--- config.mk ---
export PLATFORM = sky130hd
export DESIGN_NAME = cbap_top
export DESIGN_NICKNAME = d
export VERILOG_FILES = /design/src/verilog/cbap_pkg.sv /design/src/verilog/cbap_parity.sv /design/src/verilog/cbap_top.sv
export VERILOG_INCLUDE_DIRS = /design/src /design/src/verilog
export SDC_FILE = /design/constraint.sdc
export NUM_CORES = 1
export LEC_CHECK = 0
export ABC_AREA = 1
export BUFFER_PORTS_ARGS = -buffer_cell sky130_fd_sc_hd__buf_4
export CORE_UTILIZATION = 40
export DETAILED_ROUTE_END_ITERATION = 8
export PLACE_DENSITY = 0.68
export RECOVER_POWER = 50
export SYNTH_ARGS = -nofsm -noshare
export SYNTH_HDL_FRONTEND = slang
export SYNTH_SLANG_ARGS = --single-unit
--- constraint.sdc ---
create_clock -name i_clk_sys -period 1.8 [get_ports i_clk_sys]
set_input_delay 0.09 -clock i_clk_sys [delete_from_list [all_inputs] [get_ports i_clk_sys]]
set_output_delay 0.09 -clock i_clk_sys [all_outputs]
set_load 0.01 [all_outputs]
--- src/verilog/cbap_cfg.svh ---
// How it works
// Bit-20 mask clears physical address bit 20
// Drive cycle address on lines 31..3
// Special cycles put definition on address lines
// Inquire samples lines 31..5 only
// Strobe starts cycle, address valid same edge
// Duplicate strobe mirrors primary strobe exactly
// System asserts hold, then drives inquire address
// Float address and parity when hold sampled
// Other outputs keep driving during hold
// Even parity over lines 31..5 plus parity
// Bits 4 and 3 excluded from parity
// Parity mismatch on inquire pulses error one clock
// Resume address drive before next cycle
`ifndef CBAP_CFG_SVH
`define CBAP_CFG_SVH
`define CBAP_MASK_BIT 20
`define CBAP_ADDR_HI 31
`define CBAP_ADDR_LO 3
`define CBAP_PAR_LO 5
`define CBAP_STROBE_CYCLES 1
// Mask synchroniser leaves reset at the pin's idle (high) level, so no false mask
`define CBAP_MASK_SYNC_RST 2'h3
`endif

--- src/verilog/cbap_pkg.sv ---
package cbap_pkg;
    // Physical address lines 31..3
    typedef logic [28:0] cbap_addr_t;
    // Cycle request from the core side
    typedef struct packed {
        logic valid;          // Start a bus cycle
        logic special;        // Special cycle, definition on address lines
        cbap_addr_t addr;     // Address or cycle definition
    } cbap_req_s;
    // Address bus pin group
    typedef struct packed {
        cbap_addr_t addr_o;
        cbap_addr_t addr_oe;
        logic par_o;
        logic par_oe;
    } cbap_pins_s;
    typedef enum logic [1:0] {CBAP_IDLE, CBAP_HOLD, CBAP_RESUME} cbap_state_e;
endpackage

--- src/verilog/cbap_parity.sv ---
`timescale 1ns/10ps
`include "cbap_cfg.svh"
// Even parity over the cache-line part of the address
module cbap_parity
    import cbap_pkg::*;
(
    input wire cbap_addr_t i_addr,
    output logic o_par
);
    // Lines 4 and 3 left out, they do not select a line
    always_comb begin
        o_par = ^i_addr[`CBAP_ADDR_HI-`CBAP_ADDR_LO:`CBAP_PAR_LO-`CBAP_ADDR_LO];
    end
endmodule

--- src/verilog/cbap_top.sv ---
`timescale 1ns/10ps
`include "cbap_cfg.svh"
// Address phase of the external bus: drive, hold/inquire, parity
module cbap_top
    import cbap_pkg::*;
(
    input wire logic i_clk_sys,
    input wire logic i_sys_rst,
    input wire cbap_req_s i_req,            // Core cycle request, same clock
    output logic o_req_ready,               // Request taken this cycle
    input wire logic i_addr_bit20_mask_n,   // Pin, synchronised
    input wire logic i_addr_bus_hold_req,   // Pin, synchronised
    input wire cbap_addr_t i_addr,          // Address lines as seen on the bus
    input wire logic i_addr_parity_bit,     // Parity pin as seen on the bus
    output cbap_addr_t o_addr,
    output cbap_addr_t o_addr_oe,
    output logic o_addr_parity_bit,
    output logic o_addr_parity_bit_oe,
    output logic o_cycle_start_strobe_n,
    output logic o_cycle_start_strobe_dup_n,
    output logic o_addr_parity_err_n,
    output logic o_inq_valid,               // Sampled inquire address valid
    output cbap_addr_t o_inq_addr           // Inquire address, lines 4..3 zero
);
    // Whole module state in one struct
    typedef struct packed {
        logic [1:0] mask_sync;
        logic [1:0] hold_sync;
        cbap_state_e st;
        cbap_pins_s pins;
        logic ads_n;
        logic ads_dup_n;
        logic perr_n;
        logic ready;
        logic inq_valid;
        cbap_addr_t inq_addr;
    } cbap_st_s;

    cbap_st_s s_q, s_d;
    cbap_addr_t phys_addr;    // Address after bit-20 masking
    logic gen_par;            // Parity for outgoing address
    logic chk_par;            // Parity over sampled address
    logic hold;               // Synchronised hold request
    logic mask_on;            // Synchronised mask request

    assign hold = s_q.hold_sync[1];
    assign mask_on = ~s_q.mask_sync[1];

    // Masking only touches real addresses, special cycle codes pass through
    always_comb begin
        phys_addr = i_req.addr;
        if (mask_on && !i_req.special) begin
            phys_addr[`CBAP_MASK_BIT-`CBAP_ADDR_LO] = 1'b0;
        end
    end

    cbap_parity u_gen (
        .i_addr(phys_addr),
        .o_par(gen_par)
    );

    cbap_parity u_chk (
        .i_addr(i_addr),
        .o_par(chk_par)
    );

    // Next state
    always_comb begin
        s_d = s_q;
        s_d.mask_sync = {s_q.mask_sync[0], i_addr_bit20_mask_n};
        s_d.hold_sync = {s_q.hold_sync[0], i_addr_bus_hold_req};
        s_d.ads_n = 1'b1;
        s_d.ads_dup_n = 1'b1;
        s_d.perr_n = 1'b1;
        s_d.ready = 1'b0;
        s_d.inq_valid = 1'b0;
        case (s_q.st)
            CBAP_IDLE: begin
                if (hold) begin
                    // Release address and parity on the hold edge
                    s_d.pins.addr_oe = '0;
                    s_d.pins.par_oe = 1'b0;
                    s_d.st = CBAP_HOLD;
                end else if (i_req.valid && !s_q.ready) begin
                    // Address, parity and both strobes on one edge
                    s_d.pins.addr_o = phys_addr;
                    s_d.pins.par_o = gen_par;
                    s_d.ads_n = 1'b0;
                    s_d.ads_dup_n = 1'b0;
                    s_d.ready = 1'b1;
                end
            end
            CBAP_HOLD: begin
                // Strobes and error output still driven here
                // System owns the bus now
                s_d.inq_valid = 1'b1;
                s_d.inq_addr = {i_addr[28:2], 2'b00};
                if (chk_par != i_addr_parity_bit) begin
                    s_d.perr_n = 1'b0;
                end
                if (!hold) begin
                    s_d.inq_valid = 1'b0;
                    s_d.perr_n = 1'b1;
                    s_d.st = CBAP_RESUME;
                end
            end
            CBAP_RESUME: begin
                // One cycle of drive before any new strobe
                s_d.pins.addr_oe = '1;
                s_d.pins.par_oe = 1'b1;
                s_d.st = CBAP_IDLE;
            end
            default: begin
                s_d.st = CBAP_IDLE;
            end
        endcase
    end

    // State register
    always_ff @(posedge i_clk_sys) begin
        if (i_sys_rst) begin
            s_q <= '0;
            s_q.mask_sync <= `CBAP_MASK_SYNC_RST;
            s_q.st <= CBAP_IDLE;
            s_q.pins.addr_oe <= '1;
            s_q.pins.par_oe <= 1'b1;
            s_q.ads_n <= 1'b1;
            s_q.ads_dup_n <= 1'b1;
            s_q.perr_n <= 1'b1;
        end else begin
            s_q <= s_d;
        end
    end

    assign o_req_ready = s_q.ready;
    assign o_addr = s_q.pins.addr_o;
    assign o_addr_oe = s_q.pins.addr_oe;
    assign o_addr_parity_bit = s_q.pins.par_o;
    assign o_addr_parity_bit_oe = s_q.pins.par_oe;
    assign o_cycle_start_strobe_n = s_q.ads_n;
    assign o_cycle_start_strobe_dup_n = s_q.ads_dup_n;
    assign o_addr_parity_err_n = s_q.perr_n;
    assign o_inq_valid = s_q.inq_valid;
    assign o_inq_addr = s_q.inq_addr;

    // Strobe copy never differs from the primary
    a_strobe_dup_match: assert property (@(posedge i_clk_sys) disable iff (i_sys_rst)
        o_cycle_start_strobe_n == o_cycle_start_strobe_dup_n)
        else $error("duplicate strobe differs");
    // Strobe only while address driven
    a_strobe_drive: assert property (@(posedge i_clk_sys) disable iff (i_sys_rst)
        !o_cycle_start_strobe_n |-> (o_addr_oe == '1 && o_addr_parity_bit_oe))
        else $error("strobe without address drive");
    // Parity matches driven address on strobe
    a_parity_gen: assert property (@(posedge i_clk_sys) disable iff (i_sys_rst)
        !o_cycle_start_strobe_n |-> (^o_addr[28:2] == o_addr_parity_bit))
        else $error("bad generated parity");
    // Masked bit 20 on real cycles
    a_mask_bit20: assert property (@(posedge i_clk_sys) disable iff (i_sys_rst)
        (i_req.valid && !i_req.special && mask_on && s_q.st == CBAP_IDLE && !hold && !s_q.ready)
        |=> !o_addr[`CBAP_MASK_BIT-`CBAP_ADDR_LO])
        else $error("bit 20 not masked");
    // Float on next edge after hold seen idle
    a_hold_float: assert property (@(posedge i_clk_sys) disable iff (i_sys_rst)
        (hold && s_q.st == CBAP_IDLE) |=> (o_addr_oe == '0 && !o_addr_parity_bit_oe))
        else $error("bus not floated on hold");
    // Parity error clears on the next clock unless the inquire sample is still valid
    a_perr_pulse: assert property (@(posedge i_clk_sys) disable iff (i_sys_rst)
        $fell(o_addr_parity_err_n) |=> o_addr_parity_err_n || o_inq_valid)
        else $error("parity error stuck");
    // Parity error only while an inquire sample is valid
    a_perr_cause: assert property (@(posedge i_clk_sys) disable iff (i_sys_rst)
        !o_addr_parity_err_n |-> o_inq_valid)
        else $error("parity error outside inquire");
    // Inquire address low lines zero
    a_inq_low: assert property (@(posedge i_clk_sys) disable iff (i_sys_rst)
        o_inq_valid |-> o_inq_addr[1:0] == 2'b00)
        else $error("low inquire lines sampled");
    // Drive returns, with strobes still quiet, once the inquire ends
    a_resume: assert property (@(posedge i_clk_sys) disable iff (i_sys_rst)
        $fell(o_inq_valid) |=> (o_addr_oe == '1 && o_addr_parity_bit_oe && o_cycle_start_strobe_n))
        else $error("no resume drive");
    // Ready and strobe are one and the same event
    a_ready_strobe: assert property (@(posedge i_clk_sys) disable iff (i_sys_rst)
        o_req_ready == !o_cycle_start_strobe_n)
        else $error("ready and strobe differ");
    // A taken request never starts a second cycle on the next edge
    a_ready_pulse: assert property (@(posedge i_clk_sys) disable iff (i_sys_rst)
        o_req_ready |=> !o_req_ready)
        else $error("ready longer than one clock");
    // No cycle starts while the address bus is given away
    a_strobe_idle: assert property (@(posedge i_clk_sys) disable iff (i_sys_rst)
        !o_cycle_start_strobe_n |-> s_q.st == CBAP_IDLE)
        else $error("strobe outside idle");
    // Address stands past the strobe for the far side to latch
    a_addr_stands: assert property (@(posedge i_clk_sys) disable iff (i_sys_rst)
        !o_cycle_start_strobe_n |=> $stable(o_addr))
        else $error("address moved after strobe");
    // Bus stays floated for the whole hold
    a_float_holds: assert property (@(posedge i_clk_sys) disable iff (i_sys_rst)
        (s_q.st == CBAP_HOLD) |-> (o_addr_oe == '0 && !o_addr_parity_bit_oe))
        else $error("bus driven during hold");
    // Every held cycle yields an inquire sample
    a_inq_sample: assert property (@(posedge i_clk_sys) disable iff (i_sys_rst)
        (s_q.st == CBAP_HOLD && hold) |=> o_inq_valid)
        else $error("inquire not sampled");
    // Odd count of ones on lines 31..5 plus parity flags an error
    a_perr_detect: assert property (@(posedge i_clk_sys) disable iff (i_sys_rst)
        (s_q.st == CBAP_HOLD && hold && (^i_addr[28:2] != i_addr_parity_bit)) |=> !o_addr_parity_err_n)
        else $error("parity error missed");
    // Even count stays quiet, whatever lines 4..3 carry
    a_perr_quiet: assert property (@(posedge i_clk_sys) disable iff (i_sys_rst)
        (s_q.st == CBAP_HOLD && hold && (^i_addr[28:2] == i_addr_parity_bit)) |=> o_addr_parity_err_n)
        else $error("false parity error");
    // Resume cycle hands the address lines back to the device
    a_resume_drive: assert property (@(posedge i_clk_sys) disable iff (i_sys_rst)
        (s_q.st == CBAP_RESUME) |=> (o_addr_oe == '1 && o_addr_parity_bit_oe))
        else $error("drive not resumed");

    c_cycle: cover property (@(posedge i_clk_sys) !o_cycle_start_strobe_n);
    c_inquire: cover property (@(posedge i_clk_sys) o_inq_valid);
    c_perr: cover property (@(posedge i_clk_sys) !o_addr_parity_err_n);
    c_masked: cover property (@(posedge i_clk_sys) mask_on && i_req.valid);
    c_resume: cover property (@(posedge i_clk_sys) s_q.st == CBAP_RESUME);
endmodule

Word-level counts from Yosys, hierarchy flattened
Cells that the tools add are included.
Widths: inputs -> output; s select.
Operators by class
  equality and inequality tests: 5
  multiplexer cells: 12
  bitwise gates (word level): 4
  reduce and logical (&&, ||, !) cells: 14
Operators by type and width (count)
  $pmux 29 s2: 1
  $reduce_xor 27->1: 2
  $mux 29: 1
  $mux 2: 3
  $reduce_or 3->1: 2
  $mux 1: 5
  $ne 2x2->1 const B: 2
  $not 1->1: 4
  $pmux 2 s2: 1
  $reduce_and 2->1: 2
  $reduce_and 3->1: 1
  $eq 2x1->1 const B: 1
  $eq 2x2->1 const B: 1
  $logic_and 1x1->1: 2
  $logic_not 1->1: 2
  $logic_not 2->1: 1
  $pmux 1 s2: 1
  $reduce_bool 2->1: 1
  $reduce_or 2->1: 1
  $ne 1x1->1: 1
Storage, ports and cells
  bits in registers: 98
  output and inout bits: 94
  word-level logic and storage cells: 48

Logic depth before layout (Yosys ltp)
  depth in word-level cells: 4
  gate-level depth with buffers: 14

By module
From an unflattened synthesis, not the netlist that was laid out.
Unflattened totals
  cell total of the unflattened synthesis: 770
  area total of the unflattened synthesis: 4568.1 um2
Modules (own cells, without submodules)
  cbap_top: times used 1, cells each 430, area each 3204.3 um2
  cbap_parity: times used 2, cells each 170, area each 681.9 um2

Least setup slack after synthesis
OpenSTA, ideal clock, no wires.
  path kind: reg2reg
  start: register s_q (netlist bit o_req_ready)
  end: register s_q (netlist bit o_addr_parity_bit)
  library setup time: 109 ps
  data arrival time: 1148 ps
  data required time: 1691 ps
  path slack: 543 ps
  stages on the path, launching flop included: 6
  cell sequence: dfxtp_1 > nor4_4 > buf_2 > nand3_1 > nand2_1 > inv_1
Between the ends
  cells in the longest elaborated chain, start to end: 3
Ends and longest elaborated chain
  start: declaration: line cbap_top.sv:39  | cbap_st_s s_q, s_d;
  $logic_not 1->1: line cbap_top.sv:84  | end else if (i_req.valid && !s_q.ready) begin
  $logic_and 1x1->1: line cbap_top.sv:84
  $reduce_and 3->1 (no source line)
No other way between the ends.
A chain may end at the register's enable or synchronous reset.

Worst setup path in the final report
  start: input i_addr[7]
  end: register s_q (netlist bit o_addr_parity_err_n)
Between the ends
  cells in the longest elaborated chain, start to end: 3
Ends and longest elaborated chain
  start: declaration: line cbap_top.sv:13  | input wire cbap_addr_t i_addr,
  $reduce_xor 27->1: line cbap_parity.sv:12  | o_par = ^i_addr[`CBAP_ADDR_HI-`CBAP_ADDR_LO:`CBAP_PAR_LO-`CBAP_ADDR_LO];
  $ne 1x1->1: line cbap_top.sv:98  | if (chk_par != i_addr_parity_bit) begin
  $mux 1: line cbap_top.sv:98
No other way between the ends.

==> results.ini <==
[sta]
report.final.slew_viol_count = 0
hold_ws_ps = 31.4
setup_viol = 0
fmax_mhz = 692
period_minus_slack_ps = 1450
fin_worst_skew_ps = 10.4
hold_viol_final = 0
finalCritPeriodShare_pct = 80.3
rsz0062_at_grt = false
fin_setup_tns_ps = 0

[final_layout]
diodes = 0
stdcell_count = 848
syn2layout_area_growth_pct = 18.7
final_common_cell = nand2_1
fillers = 1062
drive_gt1_share_pct = 14.7
final_cell_mix = 201 x nand2_1, 84 x buf_4, 75 x clkbuf_1, 68 x dfxtp_1, 62 x inv_1
final_nets = 775

[placement]
numPortBuffers = 154
dp.cells = 810
globalplace.congestion = 0.759
hpwl_microns = 6620

[die]
fp.dieW_microns = 102
io-pin-count = 159
fp-row-count = 36
die-area_sq_um = 10400
start_util_pct = 41.3
core_area_sq_um = 9730
die_h_microns = 102

[drt]
via_per_inst = 4.44
post-route-drc-count = 0
wl_microns = 9270
via_count = 3765
dr_wl_met2_microns = 4640
first_pass_iters = 8
routedWlPerCell_microns = 10.9
postRouteAntennaNets = 0
first_iter_violations = 69
dr_wl_met3_microns = 642
drt-met1-wl_microns = 3860
top_layer_used = met4

[setup_path]
cp-end-kind = register
worstPathRequired_ps = 2020
cp_max_fo = 3
crit_arrival_ps = 1660
startpoint_type = input port
criticalPathCategory = in -> reg

[logic_synthesis]
ys_ff_latch = 68
synth_cell_types = 19
netlist.area_leader.share_pct = 33.9
synthCells = 622
ys_seq_area_share_pct = 33.9
yosysWarnings = 0
yosys.area.top_type = dfxtp_1
yosys-top-cells-area = dfxtp_1 34%, nand2_1 19%, buf_4 17%
synth.avg_cell_area_sq_um = 6.46
netlist_area_sq_um = 4020

[clock_tree]
clock-root-buffer = clkbuf_8
clock_latency_ps = 340
cts_tree = done
h-tree-depth = 3
cts.sinks = 68
cts_buffer_depth = 2
clk_pin_slew_ps = 70
cts_setup_buffers = 0
cts_buffers = 9

[run]
maxCapViolCount = 0

[global_routing]
grt_start_max_net_pins = 54
antenna_found_initial = 0
grt_pass1_wl_microns = 14800
grt_pass1_vias = 3550
overflow = 0
grt_usage_pct = 17.9

[hold_path]
min_path_type = in -> reg

[power_and_ir_drop]
ir_drop_mv = 0.423
powerDensity_nw_per_um2 = 752
cellLeakagePower_uw = 0.00247

[status]
status = complete, no violations

[state kept, by name, summed over array words and instances (netlist names)]
| name | count |
|---|---|
| hold | 1 |
| s_d | 2 |
| s_q | 3 |
| o_req_ready | 1 |
| o_addr_parity_bit | 1 |
| o_addr_oe | 1 |
| o_cycle_start_strobe_n | 1 |
| o_inq_valid | 1 |
| o_addr | 29 |
| o_inq_addr | 27 |
| o_addr_parity_err_n | 1 |
[metrics by stage]
step | utilization, % | power [uW] | cell area, sq um | worst slack [ps]
after floorplan | - | 2310 | 4020 | 543
after global placement | 47.9 | 2550 | 4660 | 398
after detailed placement | 47.9 | 2580 | 4660 | 361
after CTS | 51.8 | 3740 | 5040 | 349
after global routing | 49.0 | 3840 | 4770 | 193
final | 49.0 | 3590 | 4770 | 354
[where the power goes]
part           leakage, uW  switching [uW]  internal, uW  total (uW)
clock            0.0000824             555           534        1090
sequential        0.000558            46.8          1600        1640
combinational      0.00183             493           361         853
[Yosys cell counts (all sizes together)]
library cell and n:
xor2 4, or2 2, conb 1, buf 95, inv 64, xnor2 6, nor4 1, nand2 201
nor2 43, clkbuf 10, clkinv 1, a21oi 41, o21ai 58, dfxtp 68, nand3 24, nor3 3
[area by class of cell]
class	instances	area, sq um	share of cell area (%)
Clock inverter	4	25.0	0.525
Multi-Input combinational cell	385	1680	35.1
Timing Repair Buffer	181	1150	24.1
Clock buffer	12	145	3.04
Tap cell	133	166	3.49
Inverter	65	244	5.12
Sequential cell	68	1360	28.6
[critical path, cell delays in order]
cell	delay, ps
dlygate4sd3_1	540
buf_4	140
inv_1	60
nand2_1	50
nand2_1	120
inv_1	70
nand2_1	60
nand2_1	50
nand2_1	80
nand2_1	60
nand2_1	80
nand2_1	50
nand2_1	70
nand2_1	50
nand2_1	50
nand3_1	50
[logic make-up (layout without fill, tap and decap cells)]
kind of cell	after synthesis	in the layout	share of synthesized area, %
compound gates	99	99	12.3
flops	68	68	33.9
simple gates	274	274	27.0
other cells	1	2	0.0934
xor+xnor	10	10	2.18
buf+inv	170	262	24.5
[metal layers]
layer | track usage [%] | vias to the layer above
met5 | 0 | -
met4 | 5.16 | 0
met3 | 6.29 | 11
met2 | 33.9 | 105
met1 | 18.5 | 1634
li1 | - | 2015
[timing repair]
action / CTS / global route
hold buffers: 21 / 1
resized for setup: 0 / 0
hold endpoints to repair: 23 / 1
[final timing paths]
path,startpoint,end,slack [ps],cells past startpoint
min reg2reg,s_d[99],s_q[99],410,1
min,i_addr[11],o_inq_addr[11],30,3
max,i_addr[7],o_addr_parity_err_n,350,16
max reg2reg,s_q[95],o_cycle_start_strobe_n,390,7
Power figures use the tool's default switching activity.
